File: src/rtl/ewt_pkg.sv
// Package: register map, field layout and mode codes of the waveform timer
package ewt_pkg;

  // Register offsets (byte addresses)
  localparam logic [7:0] EWT_CTRL_OFS    = 8'hb0;
  localparam logic [7:0] EWT_COUNT_OFS   = 8'hb4;
  localparam logic [7:0] EWT_COMPARE_OFS = 8'hb8;
  localparam logic [7:0] EWT_FLAGS_OFS   = 8'hbc;
  localparam logic [7:0] EWT_PORT_OFS    = 8'hc0;

  // Control field positions
  localparam int EWT_FOC_BIT  = 7;
  localparam int EWT_WGM0_BIT = 6;
  localparam int EWT_COM_HI   = 5;
  localparam int EWT_COM_LO   = 4;
  localparam int EWT_WGM1_BIT = 3;
  localparam int EWT_CS_HI    = 2;
  localparam int EWT_CS_LO    = 0;

  // Flag and port bit positions
  localparam int EWT_OVF_BIT = 0;
  localparam int EWT_CMF_BIT = 1;
  localparam int EWT_DIR_BIT = 0;

  // Reset values
  localparam logic [7:0] EWT_CTRL_RST  = 8'h00;
  localparam logic [7:0] EWT_COUNT_RST = 8'h00;
  localparam logic [7:0] EWT_CMP_RST   = 8'h00;

  // Counter limits
  localparam logic [7:0] EWT_BOTTOM = 8'h00;
  localparam logic [7:0] EWT_MAX    = 8'hff;

  // Read answer for unmapped offsets
  localparam logic [31:0] EWT_UNMAPPED = 32'h0000_0000;

  typedef enum logic [1:0] {
    EWT_NORMAL   = 2'h0,
    EWT_PHASE    = 2'h1,
    EWT_CTC      = 2'h2,
    EWT_FAST     = 2'h3
  } ewt_mode_t;

  typedef struct packed {
    logic [1:0] com;
    ewt_mode_t  mode;
    logic [2:0] cs;
  } ewt_ctrl_t;

  typedef struct packed {
    logic       match;
    logic       up;
    logic       at_top;
    logic       at_bottom;
  } ewt_evt_t;

endpackage

File: src/rtl/ewt_prescaler.sv
// Prescaler producing a one-cycle timer tick per clock select
`timescale 1ns/1ps
module ewt_prescaler import ewt_pkg::*; (
  // Clock and reset
  input  wire logic       clk,
  input  wire logic       resetn,
  // Selection and tick
  input  wire logic [2:0] cs,
  output logic            tick
);

  logic [9:0] div_reg;
  logic [9:0] div_next;

  function automatic logic tap_hit(input logic [2:0] sel,
                                   input logic [9:0] d);
    case (sel)
      3'h1:    tap_hit = 1'b1;
      3'h2:    tap_hit = (d[2:0] == 3'h7);
      3'h3:    tap_hit = (d[4:0] == 5'h1f);
      3'h4:    tap_hit = (d[5:0] == 6'h3f);
      3'h5:    tap_hit = (d[6:0] == 7'h7f);
      3'h6:    tap_hit = (d[7:0] == 8'hff);
      3'h7:    tap_hit = (d == 10'h3ff);
      default: tap_hit = 1'b0;
    endcase
  endfunction

  always_comb begin
    div_next = div_reg + 10'h001;
  end

  always_ff @(posedge clk or negedge resetn) begin
    if (!resetn) begin
      div_reg <= 10'h000;
    end else begin
      div_reg <= div_next;
    end
  end

  assign tick = tap_hit(cs, div_reg);

endmodule

File: src/rtl/ewt_waveform.sv
// Waveform generator for the single compare output
`timescale 1ns/1ps
module ewt_waveform import ewt_pkg::*; (
  // Clock and reset
  input  wire logic      clk,
  input  wire logic      resetn,
  // Control and events
  input  wire ewt_ctrl_t ctrl,
  input  wire logic      tick,
  input  wire ewt_evt_t  evt,
  input  wire logic      force_cmp,
  input  wire logic      cmp_is_max,
  input  wire logic      sym_fix,
  // Output
  output logic           wave
);

  logic wave_reg;
  logic wave_next;

  always_comb begin
    wave_next = wave_reg;
    case (ctrl.mode)
      EWT_NORMAL, EWT_CTC: begin
        if ((tick && evt.match) || force_cmp) begin
          case (ctrl.com)
            2'h1:    wave_next = ~wave_reg;
            2'h2:    wave_next = 1'b0;
            2'h3:    wave_next = 1'b1;
            default: wave_next = wave_reg;
          endcase
        end
      end
      EWT_FAST: begin
        // Fast PWM; toggle code; match at TOP ignored
        // Wrap from MAX is the BOTTOM edge, so compare 0 still spikes
        if (tick) begin
          if (ctrl.com == 2'h1 && evt.match) begin
            wave_next = ~wave_reg;
          end else if (ctrl.com[1] && evt.match && !cmp_is_max) begin
            wave_next = ctrl.com[0];
          end else if (ctrl.com[1] && evt.at_top) begin
            wave_next = ~ctrl.com[0];
          end
        end
      end
      EWT_PHASE: begin
        // Up match clears/sets, down match the opposite
        // Compare at TOP acts at TOP; extremes; symmetry
        if (tick && ctrl.com[1]) begin
          if (cmp_is_max && evt.at_top) begin
            wave_next = ~ctrl.com[0];
          end else if (sym_fix) begin
            wave_next = ctrl.com[0];
          end else if (evt.match && !cmp_is_max) begin
            // Turning at BOTTOM: a match there counts as up-counting
            wave_next = (evt.up || evt.at_bottom) ? ctrl.com[0] : ~ctrl.com[0];
          end
        end
      end
      default: wave_next = wave_reg;
    endcase
  end

  always_ff @(posedge clk or negedge resetn) begin
    if (!resetn) begin
      wave_reg <= 1'b0;
    end else begin
      wave_reg <= wave_next;
    end
  end

  assign wave = wave_reg;

endmodule

File: src/rtl/ewt_timer.sv
// Top of the eight-bit waveform timer with its Avalon-MM slave
//
// The Avalon-MM interface to the registers was left to the implementer.
`timescale 1ns/1ps
module ewt_timer import ewt_pkg::*; (
  // Clock and reset
  input  wire logic        clk,
  input  wire logic        resetn,
  // Avalon-MM slave
  input  wire logic [7:0]  avs_address,
  input  wire logic        avs_read,
  input  wire logic        avs_write,
  input  wire logic [31:0] avs_writedata,
  input  wire logic [3:0]  avs_byteenable,
  output logic [31:0]      avs_readdata,
  output logic             avs_waitrequest,
  // Waveform pin
  output logic             waveform_output,
  output logic             waveform_output_oe_n,
  output logic             port_override,
  // Flags as levels
  output logic             overflow_flag,
  output logic             compare_match_flag
);

  // ----------------------------------------------------------------
  // Registers
  // ----------------------------------------------------------------
  logic [7:0]  ctrl_reg,   ctrl_next;
  logic [7:0]  count_reg,  count_next;
  logic [7:0]  cmp_buf_reg, cmp_buf_next;
  logic [7:0]  cmp_reg,    cmp_next;
  logic        down_reg,   down_next;
  logic        ovf_reg,    ovf_next;
  logic        cmf_reg,    cmf_next;
  logic        dir_reg,    dir_next;
  logic        block_reg,  block_next;
  logic        ack_reg,    ack_next;
  logic [31:0] rdata_reg,  rdata_next;

  ewt_ctrl_t ctrl;
  ewt_evt_t  evt;
  logic      tick;
  logic      wave;
  logic      req;
  logic      wr_take;
  logic      force_cmp;
  logic      sym_fix;
  logic      sym_leave;
  logic      sym_missed;
  logic      ovf_set;
  logic      cmf_set;
  logic      cmp_is_max;
  logic [7:0] top_val;
  logic      pwm_mode;

  // Mode from bits 6 and 3
  assign ctrl.mode = ewt_mode_t'({ctrl_reg[EWT_WGM1_BIT],
                                  ctrl_reg[EWT_WGM0_BIT]});
  assign ctrl.com  = ctrl_reg[EWT_COM_HI:EWT_COM_LO];
  assign ctrl.cs   = ctrl_reg[EWT_CS_HI:EWT_CS_LO];
  assign pwm_mode  = (ctrl.mode == EWT_PHASE) || (ctrl.mode == EWT_FAST);
  assign top_val   = (ctrl.mode == EWT_CTC) ? cmp_reg : EWT_MAX;
  assign cmp_is_max = (cmp_reg == EWT_MAX);

  // ----------------------------------------------------------------
  // Bus slave: one wait state, answer on the second edge
  // ----------------------------------------------------------------
  assign req             = avs_read || avs_write;
  assign avs_waitrequest = req && !ack_reg;
  assign wr_take         = avs_write && ack_reg;

  function automatic logic [7:0] merge(input logic [7:0] old,
                                       input logic [31:0] wd,
                                       input logic [3:0] be);
    merge = be[0] ? wd[7:0] : old;
  endfunction

  always_comb begin
    ack_next   = req && !ack_reg;
    rdata_next = rdata_reg;
    if (avs_read && !ack_reg) begin
      case (avs_address)
        EWT_CTRL_OFS:    rdata_next = {24'h0, 1'b0, ctrl_reg[6:0]};
        EWT_COUNT_OFS:   rdata_next = {24'h0, count_reg};
        EWT_COMPARE_OFS: rdata_next = {24'h0, cmp_buf_reg};
        EWT_FLAGS_OFS:   rdata_next = {30'h0, cmf_reg, ovf_reg};
        EWT_PORT_OFS:    rdata_next = {31'h0, dir_reg};
        default:         rdata_next = EWT_UNMAPPED;
      endcase
    end
  end

  always_ff @(posedge clk or negedge resetn) begin
    if (!resetn) begin
      ack_reg   <= 1'b0;
      rdata_reg <= 32'h0000_0000;
    end else begin
      ack_reg   <= ack_next;
      rdata_reg <= rdata_next;
    end
  end

  assign avs_readdata = rdata_reg;

  // ----------------------------------------------------------------
  // Prescaler
  // ----------------------------------------------------------------
  // Single-cycle enable drives counting, flag sets and compare events; the force strobe acts without it
  ewt_prescaler u_presc (
    .clk    (clk),
    .resetn (resetn),
    .cs     (ctrl.cs),
    .tick   (tick)
  );

  // ----------------------------------------------------------------
  // Counter, compare buffer and flags
  // ----------------------------------------------------------------
  // Match blocked on the tick after a counter write
  assign evt.match     = (count_reg == cmp_reg) && !block_reg;
  assign evt.up        = !down_reg;
  assign evt.at_top    = (count_reg == EWT_MAX);
  assign evt.at_bottom = (count_reg == EWT_BOTTOM);

  // Force only acts outside PWM modes; ignored otherwise
  assign force_cmp = wr_take && avs_address == EWT_CTRL_OFS &&
                     avs_byteenable[0] &&
                     avs_writedata[EWT_FOC_BIT] && !pwm_mode;

  // Leaving MAX, or an up match missed, still ends up-matched
  assign sym_leave  = evt.at_bottom && (cmp_buf_reg != cmp_reg) && cmp_is_max;
  assign sym_missed = evt.at_top && !down_reg && !cmp_is_max;
  assign sym_fix    = (ctrl.mode == EWT_PHASE) && (sym_leave || sym_missed);

  // Flag events, so a same-cycle clear never beats a repeated set
  assign ovf_set = tick && ((ctrl.mode == EWT_PHASE) ?
                            (down_reg && count_reg == 8'h01) :
                            (count_reg == EWT_MAX));
  assign cmf_set = tick && evt.match;

  always_comb begin
    ctrl_next    = ctrl_reg;
    count_next   = count_reg;
    cmp_buf_next = cmp_buf_reg;
    cmp_next     = cmp_reg;
    down_next    = down_reg;
    ovf_next     = ovf_reg;
    cmf_next     = cmf_reg;
    dir_next     = dir_reg;
    block_next   = block_reg;

    if (tick) begin
      block_next = 1'b0;
      case (ctrl.mode)
        EWT_PHASE: begin
          // Dual slope; turn at MAX; 510 ticks
          if (!down_reg) begin
            if (count_reg == EWT_MAX) begin
              down_next  = 1'b1;
              count_next = count_reg - 8'h01;
            end else begin
              count_next = count_reg + 8'h01;
            end
          end else if (count_reg == EWT_BOTTOM) begin
            down_next  = 1'b0;
            count_next = count_reg + 8'h01;
          end else begin
            count_next = count_reg - 8'h01;
          end
          if (down_reg && count_reg == 8'h01) begin
            ovf_next = 1'b1;
          end
          if (count_reg == EWT_MAX) begin
            cmp_next = cmp_buf_reg;
          end
        end
        EWT_FAST: begin
          down_next  = 1'b0;
          count_next = count_reg + 8'h01;
          // Overflow at MAX, compare load at BOTTOM
          if (count_reg == EWT_MAX) begin
            ovf_next = 1'b1;
            cmp_next = cmp_buf_reg;
          end
        end
        default: begin
          down_next  = 1'b0;
          count_next = (count_reg == top_val && ctrl.mode == EWT_CTC) ?
                       EWT_BOTTOM : count_reg + 8'h01;
          if (count_reg == EWT_MAX) begin
            ovf_next = 1'b1;
          end
        end
      endcase
      if (evt.match) begin
        cmf_next = 1'b1;
      end
    end

    // Immediate compare update in non-PWM modes
    if (!pwm_mode) begin
      cmp_next = cmp_buf_next;
    end

    if (wr_take && avs_byteenable[0]) begin
      case (avs_address)
        EWT_CTRL_OFS:    ctrl_next = {1'b0, avs_writedata[6:0]};
        EWT_COUNT_OFS: begin
          count_next = merge(count_reg, avs_writedata, avs_byteenable);
          block_next = 1'b1;
        end
        EWT_COMPARE_OFS: begin
          cmp_buf_next = avs_writedata[7:0];
          if (!pwm_mode) begin
            cmp_next = avs_writedata[7:0];
          end
        end
        // Write one clears; a same-cycle set wins
        EWT_FLAGS_OFS: begin
          if (avs_writedata[EWT_OVF_BIT] && !ovf_set) begin
            ovf_next = 1'b0;
          end
          if (avs_writedata[EWT_CMF_BIT] && !cmf_set) begin
            cmf_next = 1'b0;
          end
        end
        EWT_PORT_OFS:    dir_next = avs_writedata[EWT_DIR_BIT];
        default:         ctrl_next = ctrl_reg;
      endcase
    end
  end

  always_ff @(posedge clk or negedge resetn) begin
    if (!resetn) begin
      ctrl_reg    <= EWT_CTRL_RST;
      count_reg   <= EWT_COUNT_RST;
      cmp_buf_reg <= EWT_CMP_RST;
      cmp_reg     <= EWT_CMP_RST;
      down_reg    <= 1'b0;
      ovf_reg     <= 1'b0;
      cmf_reg     <= 1'b0;
      dir_reg     <= 1'b0;
      block_reg   <= 1'b0;
    end else begin
      ctrl_reg    <= ctrl_next;
      count_reg   <= count_next;
      cmp_buf_reg <= cmp_buf_next;
      cmp_reg     <= cmp_next;
      down_reg    <= down_next;
      ovf_reg     <= ovf_next;
      cmf_reg     <= cmf_next;
      dir_reg     <= dir_next;
      block_reg   <= block_next;
    end
  end

  // ----------------------------------------------------------------
  // Waveform and pin
  // ----------------------------------------------------------------
  ewt_waveform u_wave (
    .clk        (clk),
    .resetn     (resetn),
    .ctrl       (ctrl),
    .tick       (tick),
    .evt        (evt),
    .force_cmp  (force_cmp),
    .cmp_is_max (cmp_is_max),
    .sym_fix    (sym_fix),
    .wave       (wave)
  );

  // Override when compare mode nonzero, driver only with direction set
  assign port_override        = |ctrl.com;
  assign waveform_output      = wave;
  assign waveform_output_oe_n = !(port_override && dir_reg);
  assign overflow_flag        = ovf_reg;
  assign compare_match_flag   = cmf_reg;

  // ----------------------------------------------------------------
  // Checks
  // ----------------------------------------------------------------
  a_phase_turn_max: assert property (
    @(posedge clk) disable iff (!resetn)
    (tick && ctrl.mode == EWT_PHASE && !down_reg &&
     count_reg == EWT_MAX && !wr_take) |=> down_reg)
    else $error("phase mode did not turn at MAX");

  a_phase_ovf_bottom: assert property (
    @(posedge clk) disable iff (!resetn)
    (tick && ctrl.mode == EWT_PHASE && down_reg && count_reg == 8'h01)
    |=> ovf_reg)
    else $error("overflow not set at BOTTOM");

  a_fast_ovf_max: assert property (
    @(posedge clk) disable iff (!resetn)
    (tick && ctrl.mode == EWT_FAST && count_reg == EWT_MAX) |=> ovf_reg)
    else $error("overflow not set at MAX");

  a_force_reads_zero: assert property (
    @(posedge clk) disable iff (!resetn)
    !ctrl_reg[EWT_FOC_BIT])
    else $error("strobe bit stored");

  a_pin_enable: assert property (
    @(posedge clk) disable iff (!resetn)
    (ctrl.com == 2'h0) |-> waveform_output_oe_n)
    else $error("pin driven while disconnected");

  a_write_blocks: assert property (
    @(posedge clk) disable iff (!resetn)
    (wr_take && avs_address == EWT_COUNT_OFS && avs_byteenable[0])
    |=> !evt.match)
    else $error("match not blocked after counter write");

  a_block_keeps_flag: assert property (
    @(posedge clk) disable iff (!resetn)
    (tick && block_reg && !wr_take) |=> (cmf_reg == $past(cmf_reg)))
    else $error("blocked tick changed the match flag");

  a_ctc_clear: assert property (
    @(posedge clk) disable iff (!resetn)
    (tick && ctrl.mode == EWT_CTC && count_reg == cmp_reg && !wr_take)
    |=> count_reg == EWT_BOTTOM)
    else $error("clear-on-match did not clear");

  a_stop_holds: assert property (
    @(posedge clk) disable iff (!resetn)
    (ctrl.cs == 3'h0 && !wr_take) |=> $stable(count_reg))
    else $error("stopped timer counted");

endmodule

File: config.mk
export PLATFORM = sky130hd
export DESIGN_NAME = ewt_timer
export DESIGN_NICKNAME = d
export VERILOG_FILES = /design/src/rtl/ewt_pkg.sv /design/src/rtl/ewt_prescaler.sv /design/src/rtl/ewt_waveform.sv /design/src/rtl/ewt_timer.sv
export SDC_FILE = /design/constraint.sdc
export NUM_CORES = 1
export LEC_CHECK = 0
export BUFFER_PORTS_ARGS = -buffer_cell sky130_fd_sc_hd__buf_2
export CORE_MARGIN = 2
export CORE_UTILIZATION = 45
export CTS_CLUSTER_DIAMETER = 60
export DETAILED_ROUTE_END_ITERATION = 10
export PLACE_DENSITY = 0.71
export SLEW_MARGIN = 15
export SYNTH_ARGS = -nofsm -noshare
export SYNTH_HDL_FRONTEND = slang
export SYNTH_SLANG_ARGS = --single-unit
File: constraint.sdc
create_clock -name clk -period 3.4 [get_ports clk]
set_input_delay 0.34 -clock clk [delete_from_list [all_inputs] [get_ports clk]]
set_output_delay 0.34 -clock clk [all_outputs]
set_load 0.05 [all_outputs]
==> run metrics <==
status completed; Synth warnings 0; Filler Cells Inserted 786; Detail Placement HPWL 6.90 mm; flop2flop setup slack 0.75 ns; clk_lat worst skew 0.32 ns; Worst Path Arrival 2.88 ns; Leakage 1.87 nW; reg-to-reg startpoint u_presc.div_reg[0]; Worst Setup Path Type flop to flop; Tcrit/Tclk final 0.780; total gr overflow 0; setup bufs post-CTS 0; post-cts sizing count 0; initial antenna violation count 0; Diodes inserted 0; Worst setup EP type flop; Final Max Tran Viols 0; CP most frequent cell ha_1; Final #Nets 491; Hold Buf Count CTS 0; post-synthesis register bit count 56; HP Class input pin to async pin; Pwr Density 303 nW/um2; crit path capture count_reg[0]; Worst Setup SP u_presc.div_reg[0]; clock sinks 56; hold violation total from the final report 0; Placer Congestion 0.967; most common flop cell mapped by yosys dfrtp_1; vias 3185; top-count cell post-synth dfrtp_1; Worst setup SP type flop; Seq/Total Area, Yosys 0.370; Post-DRT Antenna Nets 0; Async S/R FF share, synth 1.00; Die X 95.7 um; CTS tree built; post-synth top area cell dfrtp_1; initial core utilization 0.463; FMAX 377 MHz; setup TNS 0 ns; Worst Path Required 3.63 ns; vias in the first global route 2940; wire per inst 17.3 um; max cap viols 0; VDD IR max 0.144 mV; # setup viols final 0; initial drt markers 209; clock skew 0.00894 ns; Yosys top cell area share 0.370; Pre-antenna DRT Iters 5; number of flip-flops under the largest register name 10; DR DRC count 0; Max Fanout on Critical Path 10; post-synthesis cell count 409; Max-slew headroom 0.436; total wire length 9.30 mm; Least-Margin Pin Slew 0.847 ns; Mean Syn Cell Area 9.26 um2; GRT Overall Usage 0.214; Distinct cells, synth 68; I/O Pins 86; CP cell instances ha_1 -> and3_1 -> ha_1 -> inv_1 -> a311oi_2 -> nor2_1 -> or3_1 -> a31oi_1; core region area 8180 um2; slowest CP cell a311oi_2; Die Y 95.7 um; most frequent cells after synthesis dfrtp_1 (56), nand2_1 (38), nor2_1 (28), buf_4 (25), o21ai_0 (23); first-pass GRT wire length 15.2 mm; total CTS buffers 5; Post-synth EDFFs 0; share of layout cells above drive strength 1 0.175; CTS H-tree depth 2; Final min period 2.65 ns; Reg2Reg Depth 8; unrepaired setup endpoints after global routing false; die area 9170 um2; final hold slack 0.113 ns; Via-to-Cell Ratio 5.91; CP max stage delay 0.64 ns; largest net degree at the start of global routing 38; Port-buffer cells 34; clock tree buffer depth 2; Post-Syn Area 3790 um2; Rows 33; root buffer cell clkbuf_8; worst reg2reg endpoint count_reg[0]; Synth area leaders dfrtp_1 (37%), buf_4 (5.0%), xnor2_1 (4.2%); area grow syn2layout 6.01%; clock slew at reported path FFs 0.10 ns
-- report_power, final --
part           switching (mW)  internal [mW]
Combinational           0.128         0.0360
Clock                   0.221          0.147
Sequential             0.0132          0.673
Total                   0.362          0.856
-- area by class of cell --
type	count	area [um2]	share of cell area
Tap cell	105	131	0.0327
Sequential cell	56	1400	0.349
Clock buffer	6	72.6	0.0181
Timing Repair Buffer	38	200	0.0499
Clock inverter	2	16.3	0.00405
Inverter	14	52.6	0.0131
Multi-Input combinational cell	318	2140	0.533
-- routing by layer --
metal / up-vias / share of wire / track usage
met5: - / 0 / 0
met4: 0 / 0.029 / 0.0738
met3: 27 / 0.067 / 0.0274
met2: 136 / 0.47 / 0.348
met1: 1525 / 0.44 / 0.296
li1: 1497 / - / -
-- logic make-up (layout without fill, tap and decap cells) --
kind of cell / Yosys count / count (layout) / share of synthesized area
simple gates: 143 / 143 / 0.205
compound gates: 96 / 96 / 0.181
buf+inv: 58 / 60 / 0.0875
flops: 56 / 56 / 0.370
xor+xnor: 24 / 24 / 0.0624
mux: 21 / 21 / 0.0598
fa+ha+maj: 10 / 10 / 0.0330
other cells: 1 / 24 / 0.000990
-- worst max-delay path: cells and delay by family, from the launching register on --
family	cells	cell delay, ns
AND/OR/NAND/NOR	3	0.95
AO/OA/AOI/OAI	2	0.83
flip-flops	1	0.40
adder cells (fa/ha/maj)	2	0.35
buffers and inverters	1	0.05
-- metrics by stage --
step,setup slack (ns),utilization,area [um2],power [mW],cells
floorplan,1.25,-,3870,0.834,432
global placement,0.839,0.480,3930,0.861,531
detailed placement,0.804,0.480,3930,0.863,531
CTS,0.768,0.491,4020,1.23,539
global route,0.555,0.491,4020,1.27,539
finish,0.748,0.491,4020,1.22,539
-- placed cells by master, fill, tap and decap left out, types with 10 or more instances in the layout --
cell	count
a21oi_1	10
and3_1	17
buf_2	34
conb_1	24
dfrtp_1	56
ha_1	10
inv_1	14
mux2_2	13
nand2_1	38
nand3_1	12
nor2_1	28
o21ai_0	23
xnor2_1	18
-- worst min-delay path by stage --
stage,to
floorplan,ack_reg
global placement,ack_reg
detailed placement,ack_reg
CTS,u_presc.div_reg[9]
global route,u_presc.div_reg[8]
finish,dir_reg
Note: power is estimated with default switching activity, not from simulation.
